===== src/hdl/sec_defs.svh =====
// Register map, field positions, reset values and timing figures of the EEPROM controller
`ifndef SEC_DEFS_SVH
`define SEC_DEFS_SVH

// Register byte offsets
`define SEC_OFF_CMD 8'h00
`define SEC_OFF_DATA 8'h04
`define SEC_OFF_PINCFG 8'h08
`define SEC_OFF_STA_LO 8'h0c
`define SEC_OFF_STA_HI 8'h10

// Command register fields
`define SEC_CMD_PEND 31
`define SEC_CMD_CODE_HI 30
`define SEC_CMD_CODE_LO 28
`define SEC_CMD_TO 9
`define SEC_CMD_LOAD 8
`define SEC_CMD_ADDR_HI 6

// Pin configuration fields and reset value
`define SEC_PIN_EN 0
`define SEC_PIN_GPO_CLK 1
`define SEC_PIN_GPO_DATA 2
`define SEC_PINCFG_RST 3'h1

// Frame figures
`define SEC_MARKER 8'ha5
`define SEC_LEN_SHORT 5'h0a
`define SEC_LEN_LONG 5'h12
`define SEC_ADDR_BYTES 3'h6

// Timing: system clock in kHz, timeout in ms, serial clock half period in cycles
`define SEC_CLK_KHZ 25000
`define SEC_TIMEOUT_MS 30
`define SEC_SCLK_HALF 8

`endif


===== src/hdl/sec_pkg.sv =====
// Types shared by the serial EEPROM controller
package sec_pkg;

    // Command codes held in the command code field
    typedef enum logic [2:0] {
        SEC_CMD_READ = 3'h0,
        SEC_CMD_LOCK = 3'h1,
        SEC_CMD_UNLOCK = 3'h2,
        SEC_CMD_WRITE = 3'h3,
        SEC_CMD_FILL_ALL = 3'h4,
        SEC_CMD_ERASE = 3'h5,
        SEC_CMD_CLEAR_ALL = 3'h6,
        SEC_CMD_RELOAD = 3'h7
    } sec_cmd_e;

    // Sequencer states, one-hot
    typedef enum logic [4:0] {
        SEC_ST_IDLE = 5'b00001,
        SEC_ST_SHIFT = 5'b00010,
        SEC_ST_GAP = 5'b00100,
        SEC_ST_WAIT = 5'b01000,
        SEC_ST_DONE = 5'b10000
    } sec_state_e;

endpackage


===== src/hdl/sec_ctrl.sv =====
// Serial EEPROM host controller: registers, frame sequencer and station address reload
//
// Decided for this implementation: the placing of the registers and the strobed register port.
`timescale 1ns/100ps
`default_nettype none
`include "sec_defs.svh"

module sec_ctrl #(
    parameter int unsigned TIMEOUT_CYC = `SEC_TIMEOUT_MS * `SEC_CLK_KHZ,
    parameter int unsigned SCLK_HALF = `SEC_SCLK_HALF
) (
    // Clock and reset
    input wire logic i_clk,
    input wire logic i_reset,
    // Register port
    input wire logic [7:0] i_addr,
    input wire logic [31:0] i_wdata,
    input wire logic i_wr,
    input wire logic i_rd,
    output logic [31:0] o_rdata,
    // EEPROM pins
    output logic o_cs,
    output logic o_sclk,
    output logic o_sd,
    output logic o_sd_oe_n,
    input wire logic i_sd,
    // Station address to the MAC
    output logic [47:0] o_station_addr
);

    // Frame bits for a command, MSB aligned: start, opcode, address, data
    function automatic logic [17:0] sec_frame(input sec_pkg::sec_cmd_e c, input logic [6:0] a,
                                              input logic [7:0] d);
        unique case (c)
            sec_pkg::SEC_CMD_READ, sec_pkg::SEC_CMD_RELOAD: sec_frame = {3'b110, a, 8'h00};
            sec_pkg::SEC_CMD_WRITE: sec_frame = {3'b101, a, d};
            sec_pkg::SEC_CMD_ERASE: sec_frame = {3'b111, a, 8'h00};
            sec_pkg::SEC_CMD_UNLOCK: sec_frame = {3'b100, 7'h60, 8'h00};
            sec_pkg::SEC_CMD_LOCK: sec_frame = {3'b100, 7'h00, 8'h00};
            sec_pkg::SEC_CMD_CLEAR_ALL: sec_frame = {3'b100, 7'h40, 8'h00};
            sec_pkg::SEC_CMD_FILL_ALL: sec_frame = {3'b100, 7'h20, d};
        endcase
    endfunction

    // Serial clock count of a command
    function automatic logic [4:0] sec_len(input sec_pkg::sec_cmd_e c);
        unique case (c)
            sec_pkg::SEC_CMD_READ, sec_pkg::SEC_CMD_RELOAD, sec_pkg::SEC_CMD_WRITE,
            sec_pkg::SEC_CMD_FILL_ALL: sec_len = `SEC_LEN_LONG;
            default: sec_len = `SEC_LEN_SHORT;
        endcase
    endfunction

    // Commands that program the array and end with a ready wait
    function automatic logic sec_prog(input sec_pkg::sec_cmd_e c);
        sec_prog = (c == sec_pkg::SEC_CMD_WRITE) || (c == sec_pkg::SEC_CMD_FILL_ALL) ||
                   (c == sec_pkg::SEC_CMD_ERASE) || (c == sec_pkg::SEC_CMD_CLEAR_ALL);
    endfunction

    sec_pkg::sec_state_e st_q;
    sec_pkg::sec_cmd_e cmd_q;
    logic [6:0] tgt_q;
    logic pend_q, to_q, load_q, init_q, rld_q, kick_q, rxm_q;
    logic [7:0] data_q, rx_q;
    logic [47:0] sta_q;
    logic [2:0] idx_q, pincfg_q;
    logic [17:0] tx_q;
    logic [4:0] nb_q, bc_q;
    logic [7:0] half_q;
    logic [19:0] tmo_q;
    logic sclk_q, cs_q;
    logic sd_m_q, sd_s_q;
    logic cmd_wr, host_ok;

    assign host_ok = !pend_q && !init_q;
    assign cmd_wr = i_wr && (i_addr == `SEC_OFF_CMD) && host_ok;

    // Two-flop synchroniser for the serial data input
    always_ff @(posedge i_clk) begin
        if (i_reset) begin
            sd_m_q <= 1'b0;
            sd_s_q <= 1'b0;
        end else begin
            sd_m_q <= i_sd;
            sd_s_q <= sd_m_q;
        end
    end

    // Pin configuration register
    always_ff @(posedge i_clk) begin
        if (i_reset) begin
            pincfg_q <= `SEC_PINCFG_RST;
        end else if (i_wr && i_addr == `SEC_OFF_PINCFG) begin
            pincfg_q <= i_wdata[2:0];
        end
    end

    // Command, data, station address and the frame sequencer
    always_ff @(posedge i_clk) begin
        if (i_reset) begin
            st_q <= sec_pkg::SEC_ST_IDLE;
            cmd_q <= sec_pkg::SEC_CMD_READ;
            tgt_q <= 7'h00;
            pend_q <= 1'b0;
            to_q <= 1'b0;
            load_q <= 1'b0;
            init_q <= 1'b1;
            rld_q <= 1'b1;
            kick_q <= 1'b1;
            rxm_q <= 1'b0;
            idx_q <= 3'h0;
            data_q <= 8'h00;
            rx_q <= 8'h00;
            sta_q <= 48'h0;
            tx_q <= 18'h0;
            nb_q <= 5'h00;
            bc_q <= 5'h00;
            half_q <= 8'h00;
            tmo_q <= 20'h0;
            sclk_q <= 1'b0;
            cs_q <= 1'b0;
        end else begin
            // Command, data and station address writes are taken only while nothing is in flight
            if (cmd_wr) begin
                cmd_q <= sec_pkg::sec_cmd_e'(i_wdata[`SEC_CMD_CODE_HI:`SEC_CMD_CODE_LO]);
                tgt_q <= i_wdata[`SEC_CMD_ADDR_HI:0];
                if (i_wdata[`SEC_CMD_PEND]) begin
                    pend_q <= 1'b1;
                    kick_q <= 1'b1;
                    to_q <= 1'b0;
                    if (i_wdata[`SEC_CMD_CODE_HI:`SEC_CMD_CODE_LO] == sec_pkg::SEC_CMD_RELOAD) begin
                        rld_q <= 1'b1;
                        idx_q <= 3'h0;
                        load_q <= 1'b0;
                    end
                end
            end
            if (i_wr && i_addr == `SEC_OFF_DATA && host_ok) begin
                data_q <= i_wdata[7:0];
            end
            if (i_wr && i_addr == `SEC_OFF_STA_LO && host_ok) begin
                sta_q[31:0] <= i_wdata;
            end
            if (i_wr && i_addr == `SEC_OFF_STA_HI && host_ok) begin
                sta_q[47:32] <= i_wdata[15:0];
            end
            unique case (st_q)
                sec_pkg::SEC_ST_IDLE: begin
                    if (kick_q) begin
                        kick_q <= 1'b0;
                        if (rld_q) begin
                            tx_q <= sec_frame(sec_pkg::SEC_CMD_READ, {4'h0, idx_q}, 8'h00);
                            nb_q <= `SEC_LEN_LONG;
                            bc_q <= `SEC_LEN_LONG;
                            rxm_q <= 1'b1;
                        end else begin
                            tx_q <= sec_frame(cmd_q, tgt_q, data_q);
                            nb_q <= sec_len(cmd_q);
                            bc_q <= sec_len(cmd_q);
                            rxm_q <= (cmd_q == sec_pkg::SEC_CMD_READ);
                        end
                        cs_q <= 1'b1;
                        sclk_q <= 1'b0;
                        half_q <= 8'h00;
                        st_q <= sec_pkg::SEC_ST_SHIFT;
                    end
                end
                sec_pkg::SEC_ST_SHIFT: begin
                    if (half_q == 8'(SCLK_HALF - 1)) begin
                        half_q <= 8'h00;
                        if (!sclk_q) begin
                            sclk_q <= 1'b1;
                        end else begin
                            // Falling edge: sample, then present the next bit MSB first
                            sclk_q <= 1'b0;
                            rx_q <= {rx_q[6:0], sd_s_q};
                            tx_q <= {tx_q[16:0], 1'b0};
                            if (bc_q == 5'h01) begin
                                cs_q <= 1'b0;
                                if (sec_prog(cmd_q) && !rld_q) begin
                                    st_q <= sec_pkg::SEC_ST_GAP;
                                end else begin
                                    st_q <= sec_pkg::SEC_ST_DONE;
                                end
                            end else begin
                                bc_q <= bc_q - 5'h01;
                            end
                        end
                    end else begin
                        half_q <= half_q + 8'h01;
                    end
                end
                sec_pkg::SEC_ST_GAP: begin
                    // Chip select low for one half period before polling ready
                    if (half_q == 8'(SCLK_HALF - 1)) begin
                        half_q <= 8'h00;
                        cs_q <= 1'b1;
                        tmo_q <= 20'h0;
                        st_q <= sec_pkg::SEC_ST_WAIT;
                    end else begin
                        half_q <= half_q + 8'h01;
                    end
                end
                sec_pkg::SEC_ST_WAIT: begin
                    if (sd_s_q && tmo_q >= 20'(SCLK_HALF)) begin
                        cs_q <= 1'b0;
                        st_q <= sec_pkg::SEC_ST_DONE;
                    end else if (tmo_q == 20'(TIMEOUT_CYC - 1)) begin
                        cs_q <= 1'b0;
                        to_q <= 1'b1;
                        st_q <= sec_pkg::SEC_ST_DONE;
                    end else begin
                        tmo_q <= tmo_q + 20'h1;
                    end
                end
                sec_pkg::SEC_ST_DONE: begin
                    st_q <= sec_pkg::SEC_ST_IDLE;
                    if (rld_q) begin
                        if (idx_q == 3'h0 && rx_q != `SEC_MARKER) begin
                            rld_q <= 1'b0;
                            pend_q <= 1'b0;
                            init_q <= 1'b0;
                        end else if (idx_q == 3'h0) begin
                            idx_q <= 3'h1;
                            kick_q <= 1'b1;
                        end else begin
                            sta_q[{idx_q - 3'h1, 3'h0} +: 8] <= rx_q;
                            if (idx_q == `SEC_ADDR_BYTES) begin
                                load_q <= 1'b1;
                                rld_q <= 1'b0;
                                pend_q <= 1'b0;
                                init_q <= 1'b0;
                            end else begin
                                idx_q <= idx_q + 3'h1;
                                kick_q <= 1'b1;
                            end
                        end
                    end else begin
                        if (cmd_q == sec_pkg::SEC_CMD_READ) begin
                            data_q <= rx_q;
                        end
                        pend_q <= 1'b0;
                    end
                end
            endcase
        end
    end

    // Pin drivers; a disabled interface hands the clock and data pins to general outputs and holds chip select low
    always_ff @(posedge i_clk) begin
        if (i_reset) begin
            o_cs <= 1'b0;
            o_sclk <= 1'b0;
            o_sd <= 1'b0;
            o_sd_oe_n <= 1'b1;
        end else if (pincfg_q[`SEC_PIN_EN]) begin
            o_cs <= cs_q;
            o_sclk <= sclk_q;
            o_sd <= tx_q[17];
            o_sd_oe_n <= !(st_q == sec_pkg::SEC_ST_SHIFT && !(rxm_q && bc_q <= 5'h08));
        end else begin
            o_cs <= 1'b0;
            o_sclk <= pincfg_q[`SEC_PIN_GPO_CLK];
            o_sd <= pincfg_q[`SEC_PIN_GPO_DATA];
            o_sd_oe_n <= 1'b0;
        end
    end

    // Read data, one cycle after the read strobe
    always_ff @(posedge i_clk) begin
        if (i_reset) begin
            o_rdata <= 32'h0;
        end else if (i_rd) begin
            unique case (i_addr)
                `SEC_OFF_CMD: o_rdata <= {pend_q | init_q, cmd_q, 18'h0, to_q, load_q, 1'b0, tgt_q};
                `SEC_OFF_DATA: o_rdata <= {24'h0, data_q};
                `SEC_OFF_PINCFG: o_rdata <= {29'h0, pincfg_q};
                `SEC_OFF_STA_LO: o_rdata <= sta_q[31:0];
                `SEC_OFF_STA_HI: o_rdata <= {16'h0, sta_q[47:32]};
                default: o_rdata <= 32'h0;
            endcase
        end else begin
            o_rdata <= 32'h0;
        end
    end

    // Station address output
    always_ff @(posedge i_clk) begin
        if (i_reset) begin
            o_station_addr <= 48'h0;
        end else begin
            o_station_addr <= sta_q;
        end
    end

    // Helper: serial clock rises counted within one chip select period
    logic [4:0] rise_cnt_q;
    logic sclk_prev_q;
    always_ff @(posedge i_clk) begin
        if (i_reset) begin
            rise_cnt_q <= 5'h00;
            sclk_prev_q <= 1'b0;
        end else begin
            sclk_prev_q <= sclk_q;
            if (!cs_q) begin
                rise_cnt_q <= 5'h00;
            end else if (sclk_q && !sclk_prev_q) begin
                rise_cnt_q <= rise_cnt_q + 5'h01;
            end
        end
    end
endmodule
`default_nettype wire


===== config.mk =====
export PLATFORM = sky130hd
export DESIGN_NAME = sec_ctrl
export DESIGN_NICKNAME = d
export VERILOG_FILES = /design/src/hdl/sec_pkg.sv /design/src/hdl/sec_ctrl.sv
export VERILOG_INCLUDE_DIRS = /design/src /design/src/hdl
export SDC_FILE = /design/constraint.sdc
export NUM_CORES = 1
export LEC_CHECK = 0
export ABC_AREA = 1
export BUFFER_PORTS_ARGS = -buffer_cell sky130_fd_sc_hd__buf_2
export CAP_MARGIN = 40
export CORE_MARGIN = 4
export CORE_UTILIZATION = 23
export CTS_BUF_LIST = sky130_fd_sc_hd__clkbuf_8 sky130_fd_sc_hd__clkbuf_16
export DETAILED_ROUTE_END_ITERATION = 10
export REMOVE_ABC_BUFFERS = 1
export SYNTH_ARGS = -nofsm -noshare
export SYNTH_HDL_FRONTEND = slang
export SYNTH_SLANG_ARGS = --single-unit

===== constraint.sdc =====
create_clock -name i_clk -period 5.1 [get_ports i_clk]
set_input_delay 0.51 -clock i_clk [delete_from_list [all_inputs] [get_ports i_clk]]
set_output_delay 0.51 -clock i_clk [all_outputs]
set_load 0.02 [all_outputs]

After elaboration in Yosys (flattened, before gate mapping)
Index checks and enable logic that the tools add are counted.
{"block": "totals", "in_bits": 45, "out_inout_bits": 84, "ff_bits": 231}
{"block": "op_classes", "n_eq_ne": 32, "bitwise": 3, "n_lt_le_gt_ge": 2, "reduce_logical": 46, "addsub": 6, "n_mux": 106, "shifts": 2}
{"cell": "48-bit 2-to-1 mux", "count": 4}
{"cell": "32-bit one-hot mux with 5 select lines", "count": 1}
{"cell": "18-bit one-hot mux with 7 select lines", "count": 1}
{"cell": "18-bit 2-to-1 mux", "count": 4}
{"cell": "5-bit 2-to-1 mux", "count": 14}
{"cell": "32-bit 2-to-1 mux", "count": 2}
{"cell": "20-bit 2-to-1 mux", "count": 3}
{"cell": "1-bit 2-to-1 mux", "count": 52}
{"cell": "48-bit bitwise mux", "count": 1}
{"cell": "8-bit 2-to-1 mux", "count": 6}
{"cell": "8-bit by 8-bit variable shift with 48-bit output, first input constant", "count": 1}
{"cell": "8-bit by 8-bit indexed part select with 48-bit output", "count": 1}
{"cell": "20-bit one-hot mux with 2 select lines", "count": 1}
{"cell": "18-bit one-hot mux with 2 select lines", "count": 1}
{"cell": "16-bit 2-to-1 mux", "count": 2}
{"cell": "5-bit one-hot mux with 5 select lines", "count": 1}
{"cell": "3-bit 2-to-1 mux", "count": 8}
{"cell": "20-bit by 1-bit adder with 20-bit output, second input constant", "count": 1}
{"cell": "20-bit equality test, second input constant", "count": 1}
{"cell": "20-bit by 4-bit greater-or-equal comparator with 1-bit output, second input constant", "count": 1}
{"cell": "3-bit equality test, second input constant", "count": 6}
{"cell": "8-bit by 3-bit equality test with 1-bit output, second input constant", "count": 2}
{"cell": "8-bit by 4-bit equality test with 1-bit output, second input constant", "count": 2}
{"cell": "2-bit != test, second input constant", "count": 8}
{"cell": "other kinds (38)", "count": 73}

Depth between registers and ports, before layout
Gate-level depths: netlist (run 1).
{"block": "logic_depth", "ltp_word": 10, "depth_mapped": 12}

Worst setup path before layout (run 1)
OpenSTA, ideal clock, no wires.
{"block": "synth_timing", "path_kind": "flip-flop to flip-flop", "startpoint": "register idx_q[0]", "endpoint": "register sta_q[13]", "setup_time_ns": 0.122, "required_ns": 4.978, "slack_ns": 2.942, "arrival_ns": 2.036, "period_less_slack_ns": 2.158, "stages_incl_launch_ff": 12, "cell_sequence": "dfxtp_1 > buf_2 > inv_1 > ha_1 > xnor2_2 > ha_1 > nand2_1 > inv_2 > nand3_2 > buf_2 > o21ai_1 > a21oi_1"}
{"block": "synth_between", "elab_chain_len": 8}
{"element": "from (decl)", "line_no": "sec_ctrl.sv:66", "text": "logic [2:0] idx_q, pincfg_q;"}
{"element": "from (signal assigned)", "line_no": "sec_ctrl.sv:234", "text": "idx_q <= idx_q + 3'h1;"}
{"element": "3-bit by 1-bit subtractor with 3-bit output", "line_no": "sec_ctrl.sv:227", "text": "sta_q[{idx_q - 3'h1, 3'h0} +: 8] <= rx_q;"}
{"element": "6-bit negation with 8-bit output", "line_no": "sec_ctrl.sv:227"}
{"element": "8-bit by 8-bit indexed part select with 48-bit output / 8-bit by 8-bit variable shift with 48-bit output (equally long branches)", "line_no": "sec_ctrl.sv:227"}
{"element": "48-bit bitwise mux", "line_no": "sec_ctrl.sv:227"}
{"element": "48-bit 2-to-1 mux", "line_no": "sec_ctrl.sv:223", "text": "end else if (idx_q == 3'h0) begin"}
{"element": "48-bit 2-to-1 mux (*)", "line_no": "sec_ctrl.sv:219", "text": "if (idx_q == 3'h0 && rx_q != `SEC_MARKER) begin"}
{"element": "48-bit 2-to-1 mux (*)", "line_no": "sec_ctrl.sv:218", "text": "if (rld_q) begin"}
{"element": "48-bit 2-to-1 mux (*)", "line_no": "sec_ctrl.sv:147", "text": "unique case (st_q)"}
{"element": "to (signal assigned)", "line_no": "sec_ctrl.sv:142", "text": "sta_q[31:0] <= i_wdata;"}
{"element": "to (signal, indexed assignment)", "line_no": "sec_ctrl.sv:227"}
{"element": "to (decl)", "line_no": "sec_ctrl.sv:65", "text": "logic [47:0] sta_q;"}
Every way passes the cells marked *; elsewhere a longest branch is shown, timed or not.
A chain may end at the register's enable or synchronous reset.

Worst setup path after layout (run 1)
{"block": "layout_timing", "startpoint": "register idx_q[0]", "endpoint": "register sta_q[25]"}
Same word-level chain as after synthesis.

==> qor.csv, run 1 <==
stage;metric;value;unit
timing;fin worst setup slack;2534;ps
worst_hold_path;Worst Hold End;sd_m_q$_SDFF_PP0_;
worst_setup_path;critical path capture point type;flip-flop;
worst_hold_path;hold depth;3;
timing;final slew viol count;0;
timing;Hold Vio Cnt, Final;0;
global_routing;All-Layer GR Usage;12.41;%
timing;Final Setup Violations;0;
worst_setup_path;arrival time at the worst endpoint;3030;ps
place;Detail Placement HPWL;23230;um
global_routing;GRT Residual Overflow;0;
pwr;Clk network pwr share;42.9;%
place;port buffer count;128;
place;routability cong.;0.8940;
synthesis;Post-synth EDFFs;0;
synthesis;most frequent cell after synthesis;nand2_1;
route;DR vias;9657;
worst_setup_path;worst reg-to-reg setup slack;2530;ps
floorplanning;die area;48750;um2
route;1st-pass router iterations;5;
route;post-DR vias/cell;4.475;
run;MaxCap Viol Count;0;
clocking;post-cts resize count;0;
synthesis;Seq/Total Area, Yosys;44.41;%
layout;Cell Count, Final, Fillers Out;2158;
clocking;Worst-Skew Late Latency;550;ps
worst_setup_path;startpoint types;flip-flop;
global_routing;vias in the first global route;8978;
route;post-DR wirelength/cell;14.60;um
worst_hold_path;HP Class;primary input to flip-flop;
synthesis;FF+latch count, synth;231;
layout;layout overhead on the synthesized area;18.95;%
layout;fin util;27.83;%
worst_setup_path;crit-path max FO;14;
synthesis;Top FF cell, synth;dfxtp_1;
layout;Nets;1603;
clocking;setup bufs post-CTS;0;
timing;final setup TNS;0;ps
clocking;clk buf depth;3;
pwr;Flop pwr share;44.3;%
floorplanning;Initial Utilization;23.40;%
worst_setup_path;FF-to-FF path depth;10;
pwr;NetSw;1.208;mW
synthesis;Netlist cell types;47;
timing;unrepaired setup endpoints after global routing;no;
timing;worst clock skew;14.14;ps
worst_setup_path;Critical R2R Capture;sta_q[25]$_SDFF_PP0_;
global_routing;first-pass GRT wire length;49130;um
clocking;CTS tree;done;
synthesis;cell taking the most area after synthesis;dfxtp_1;
synthesis;most frequent cells after synthesis;nand2_1 (296), dfxtp_1 (231), nor2_1 (181), inv_1 (153), a21oi_1 (129);
timing;Rel. slew slack;46.46;%
global_routing;largest net degree at the start of global routing;83;
pwr;switching share of power;27.89;%
floorplanning;Die Width;220.8;um
synthesis;Post-synth ARST share;0;%
timing;worst-margin pin slew;803.2;ps
clocking;Root Buffer;clkbuf_16;
global_routing;initial antenna violation count;5;
pwr;VDD IR max;0.2285;mV
place;pre-CTS setup slack;2393;ps
synthesis;synthesized area;10410;um2
pwr;Cell Int Power;3.122;mW
route;Antenna Nets Post-Route;0;
clocking;Sink Count;231;
layout;cell area after layout;12390;um2
layout;fraction of layout cells with a size suffix above 1;16.30;%
place;placed cell area;11530;um2
floorplanning;Die H;220.8;um
timing;hold slack final;202.2;ps
timing;Min Clock Period, post-route;2566;ps
synthesis;average size of a mapped cell;7.212;um2
route;Residual DRC;0;
clocking;CTS Buf Count;26;
clocking;clock-pin transition on the worst setup and hold timing paths;60;ps
clocking;CTS Hold Bufs;0;
synthesis;Synth Warn #;0;
synthesis;Post-Syn Instances;1444;
pwr;Power Density;349.5;nW/um2
floorplanning;row cnt;77;
place;placed insts;2109;
floorplanning;CORE AREA;44510;um2
worst_hold_path;Hold Startpoint;i_sd;
synthesis;ranking of synthesized cells by area;dfxtp_1 (44%), nand2_1 (11%), nor2_1 (6.5%);
pwr;Logic pwr share;12.9;%
synthesis;share of the synthesized area in the top cell type;44.41;%
worst_setup_path;worst path required time;5570;ps
timing;f_max;389.6;MHz
worst_setup_path;Crit Path Class;flip-flop to flip-flop;
route;Detailed Route WL;31500;um
outcome;status;complete, no violations;
worst_setup_path;start of the worst register-to-register path;idx_q[0]$_SDFF_PP0_;
pwr;LEAKAGE;4.993;nW
timing;period utilization;50.32;%
pwr;Final Total Pwr;4.330;mW
route;Iter 0 DRT Violations;729;
floorplanning;num ports;129;
clocking;H-tree levels;1;
-- area by class of cell --
class                   instances  area [um2]
diodes                          2       5.005
repair buffers                133       680.7
inverters                     177       665.6
clock buffers                  30       705.7
well taps                     592       740.7
clock inverters                17       141.4
multi-input cells             976        4823
flip-flops and latches        231        4624
fillers                      4899       32120
-- registers in the layout (all words and copies together) (netlist names), 3 cells and up --
register and count:
tx_q 18, bc_q 5, sta_q 48, o_station_addr 48, cmd_q 3, o_rdata 32, st_q 5, data_q 8
pincfg_q 3, tgt_q 7, half_q 8, rx_q 8, tmo_q 20, idx_q 3
-- routing by layer --
layer | vias to the layer above | routed length, um | GRT usage [%]
li1 | 4870 | - | -
met1 | 4465 | 14880 | 17.65
met2 | 262 | 13680 | 19.18
met3 | 56 | 2161 | 2.843
met4 | 4 | 753 | 2.788
met5 | - | 27 | 0
-- worst max path at each step --
stage,startpoint,to,cells past startpoint
2_1_floorplan,i_addr[5],sta_q[13]$_SDFF_PP0_,8
3_3_place_gp,i_addr[5],sta_q[11]$_SDFF_PP0_,10
3_5_place_dp,i_addr[5],sta_q[1]$_SDFF_PP0_,11
4_1_cts,idx_q[0]$_SDFF_PP0_,sta_q[27]$_SDFF_PP0_,10
5_1_grt,idx_q[0]$_SDFF_PP0_,sta_q[31]$_SDFF_PP0_,10
6_report,idx_q[0]$_SDFF_PP0_,sta_q[25]$_SDFF_PP0_,10
-- cells in the final DEF (no fill, tap or decap), types with 3 or more instances in the layout --
cell	count
a21oi_1	129
a21oi_2	10
a31oi_1	5
buf_2	127
buf_4	6
clkbuf_16	26
clkbuf_8	4
clkinv_2	8
dfxtp_1	231
ha_1	13
inv_1	158
inv_2	22
nand2_1	296
nand2_2	11
nand2_4	3
nand3_1	55
nand3_2	5
nand3_4	4
nand4_1	14
nor2_1	181
nor2_2	11
nor2_4	6
nor3_1	38
o211ai_1	16
o21ai_0	95
o21ai_1	37
o22ai_1	8
xnor2_1	4
xor2_1	14
-- cell families (layout without fill, tap and decap cells) --
family	Yosys count	in the layout	share of synthesized area, %
xor gates and xnor gates	19	19	1.670
AOI/OAI and AO/OA	312	312	16.28
adders and majority gates	13	13	1.562
other	0	2	0
and+or+nand+nor	632	632	26.81
DFF	231	231	44.41
buffers and inverters	237	357	9.275
-- power by group through the flow --
stage | registers (mW) | clock network [mW] | logic [mW]
2_1_floorplan | 1.95 | 0 | 0.393
3_3_place_gp | 1.96 | 0 | 0.546
3_5_place_dp | 1.96 | 0 | 0.555
4_1_cts | 1.92 | 1.90 | 0.559
5_1_grt | 1.92 | 1.99 | 0.627
6_report | 1.92 | 1.86 | 0.557
-- critical path, stage by stage, from the launching register on --
cell	delay (ps)
dfxtp_1	590
inv_1	230
ha_1	290
xnor2_2	150
ha_1	380
nand2_1	90
inv_2	120
nand2_2	190
nor2_4	240
nand2_1	80
a21oi_1	150
(Power assumes the default switching activity.)
==> inputs of run 2 (changes only) <==
clock period = 2.2 ns   (was 5.1 ns; I/O delays follow)
==> run 2 against run 1 <==
Against the previous run: sequential share of layout area fell by 1.1 points; flip-flop and latch count did not move; critical endpoint is now sta_q[19]$_SDFF_PP0_; clock power rose by 130%; non-clock buffer count rose by 41; sequential power rose by 130%; count of clock-buffer cells in the layout did not move; cell count rose by 1.8%; total power rose by 130%; largest cell class unchanged; register-to-register slack got worse by 2300 ps; utilization rose by 0.83 points.
==> qor.csv, run 2 (synthesis gave the netlist of run 1 again) <==
stage;metric;value;unit;change
place;Detail Placement HPWL;23800;um;+2.5%
worst_setup_path;CP peak stage delay;360;ps;-230 ps
layout;fraction of layout cells with a size suffix above 1;17.58;%;+1.3 points
clocking;clock-pin transition on the worst setup and hold timing paths;60;ps;about the same
place;routability cong.;0.9200;;+2.9%
clocking;CTS Buf Count;26;;unchanged
worst_setup_path;Critical R2R Capture;sta_q[19]$_SDFF_PP0_;;
timing;final slew viol count;0;;unchanged
clocking;Worst-Skew Late Latency;560;ps;about the same
floorplanning;CORE AREA;44510;um2;unchanged
route;DR vias;9798;;+1.5%
timing;Hold Vio Cnt, Final;0;;unchanged
global_routing;largest net degree at the start of global routing;98;;+18%
worst_hold_path;HP Class;primary input to flip-flop;;
run;MaxCap Viol Count;0;;unchanged
layout;Nets;1644;;+2.6%
floorplanning;num ports;129;;unchanged
layout;commonest non-fill, non-tap cell in the layout;nand2_1;;
global_routing;GRT Residual Overflow;0;;unchanged
layout;leading cell types in the layout, fill and taps excluded;nand2_1 (296), dfxtp_1 (231), nor2_1 (181);;
worst_setup_path;Crit. path cell count;10;;unchanged
worst_setup_path;Crit Path Class;flip-flop to flip-flop;;
worst_setup_path;FF-to-FF path depth;10;;unchanged
pwr;VDD IR max;0.4893;mV;+110%
timing;worst-margin pin slew;597.0;ps;-206.2 ps
worst_setup_path;critical path capture point type;flip-flop;;
floorplanning;Die Width;220.8;um;unchanged
timing;unrepaired setup endpoints after global routing;no;;
clocking;Sink Count;231;;unchanged
route;post-DR vias/cell;4.462;;-0.30%
worst_setup_path;startpoint types;flip-flop;;
floorplanning;row cnt;77;;unchanged
worst_setup_path;arrival time at the worst endpoint;2460;ps;-570 ps
timing;Min Clock Period, post-route;2003;ps;-563.4 ps
worst_setup_path;crit path launch;idx_q[0]$_SDFF_PP0_;;
route;Residual DRC;0;;unchanged
timing;worst clock skew;25.20;ps;+11.05 ps
pwr;Clk network pwr share;42.1;%;-0.8 points
worst_setup_path;start of the worst register-to-register path;idx_q[0]$_SDFF_PP0_;;
worst_hold_path;Worst Hold End;sta_q[12]$_SDFF_PP0_;;
layout;Regs by FF count;o_station_addr x48, sta_q x48, o_rdata x32;;
pwr;Cell Int Power;7.150;mW;+130%
layout;layout overhead on the synthesized area;22.49;%;
floorplanning;die area;48750;um2;unchanged
layout;fin util;28.66;%;+0.83 points
global_routing;vias in the first global route;9271;;+3.3%
global_routing;first-pass GRT wire length;49890;um;+1.5%
worst_setup_path;worst path required time;2660;ps;-2910 ps
worst_setup_path;worst reg-to-reg setup slack;200;ps;-2340 ps
clocking;Root Buffer;clkbuf_16;;
worst_hold_path;Hold Startpoint;i_wdata[12];;
timing;Rel. slew slack;60.20;%;+14 points
worst_hold_path;hold depth;3;;unchanged
global_routing;initial antenna violation count;2;;-3
route;Antenna Nets Post-Route;0;;unchanged
clocking;H-tree levels;1;;unchanged
route;Detailed Route WL;32140;um;+2.0%
worst_setup_path;crit-path cells;inv_1 > ha_1 > xnor2_2 > ha_1 > nand2_1 > inv_4 > nand3_4 > inv_2 > nand3_1 > a21oi_1;;
timing;hold slack final;27.88;ps;-174.3 ps
place;port buffer count;128;;unchanged
worst_setup_path;Worst Path Buf+Inv;3;;+1
timing;f_max;499.3;MHz;+28%
pwr;Logic pwr share;13.4;%;+0.5 points
outcome;status;complete, no violations;;
worst_setup_path;CP max stage cell;ha_1;;
pwr;Power Density;781.7;nW/um2;+120%
layout;Inserted Diodes;0;;-2
floorplanning;Die H;220.8;um;unchanged
timing;final setup TNS;0;ps;unchanged
clocking;CTS tree;done;;
timing;Final Setup Violations;0;;unchanged
worst_setup_path;crit-path max FO;9;;-5
pwr;LEAKAGE;5.200;nW;+4.2%
pwr;switching share of power;28.29;%;+0.40 points
global_routing;All-Layer GR Usage;12.71;%;+0.31 points
route;1st-pass router iterations;5;;unchanged
pwr;Flop pwr share;44.5;%;+0.2 points
worst_setup_path;Top cell by count, worst path;ha_1;;
worst_setup_path;CP top delay family;adder cells;;
route;post-DR wirelength/cell;14.64;um;+0.26%
pwr;NetSw;2.821;mW;+130%
clocking;clk buf depth;3;;unchanged
route;Iter 0 DRT Violations;653;;-10%
floorplanning;Initial Utilization;23.40;%;unchanged
timing;period utilization;91.04;%;+41 points
[run 2: changes by cell type in the layout (fill, tap and decap cells not counted), sizes merged]
cell and change:
dlygate4sd3 +13, buf +28, bufinv -1, clkinv -1
inv +1, diode -2
[run 2: power groups by stage]
stage / clock network (mW) / registers, mW / logic (mW)
2_1_floorplan: 0 / 4.53 / 0.912
3_3_place_gp: 0 / 4.52 / 1.29
3_5_place_dp: 0 / 4.53 / 1.33
4_1_cts: 4.33 / 4.44 / 1.35
5_1_grt: 4.50 / 4.45 / 1.52
6_report: 4.19 / 4.44 / 1.34
[run 2: stage by stage]
step / total power [mW] / setup WS, ps / cell area [um2] / cells
after floorplan: 5.441 / -231.0 / 10110 / 1384
after detailed placement: 5.856 / 121.2 / 11780 / 2137
after global placement: 5.813 / 209.8 / 11780 / 2137
final: 9.972 / 197.0 / 12760 / 2196
after CTS: 10.12 / 109.6 / 12730 / 2196
after global routing: 10.48 / 18.01 / 12760 / 2196
[run 2: worst min-delay path: cells and delay by family]
family,cells,cell delay [ps]
buffers and inverters,1,110
AO/OA/AOI/OAI,2,220
[run 2: area by class of cell]
class / count / area, um2
repair buffers: 174 / 1059
fillers: 4959 / 31750
clock buffers: 30 / 705.7
multi-input cells: 976 / 4843
clock inverters: 16 / 115.1
inverters: 177 / 668.1
flip-flops and latches: 231 / 4624
well taps: 592 / 740.7
[run 2: worst max-delay path by stage]
stage,to,slack [ps]
floorplan,sta_q[13]$_SDFF_PP0_,-230
global placement,sta_q[12]$_SDFF_PP0_,210
global route,sta_q[24]$_SDFF_PP0_,20
finish,sta_q[19]$_SDFF_PP0_,200
detailed placement,sta_q[11]$_SDFF_PP0_,120
CTS,sta_q[11]$_SDFF_PP0_,110
[run 2: layer usage]
layer	up-vias	share of wire [%]	wire length, um	GRT usage (%)
met1	4506	47	15060	17.96
li1	4948	-	-	-
met5	-	0.040	13	0
met4	2	2.1	663	2.788
met2	289	44	14190	19.96
met3	53	6.9	2211	2.774
[run 2: timing repair]
action	4_1_cts	5_1_grt
setup endpoints to repair	0	5
setup buffers	0	0
gates resized for setup	0	4
hold endpoints to repair	19	0
hold buffers	13	0
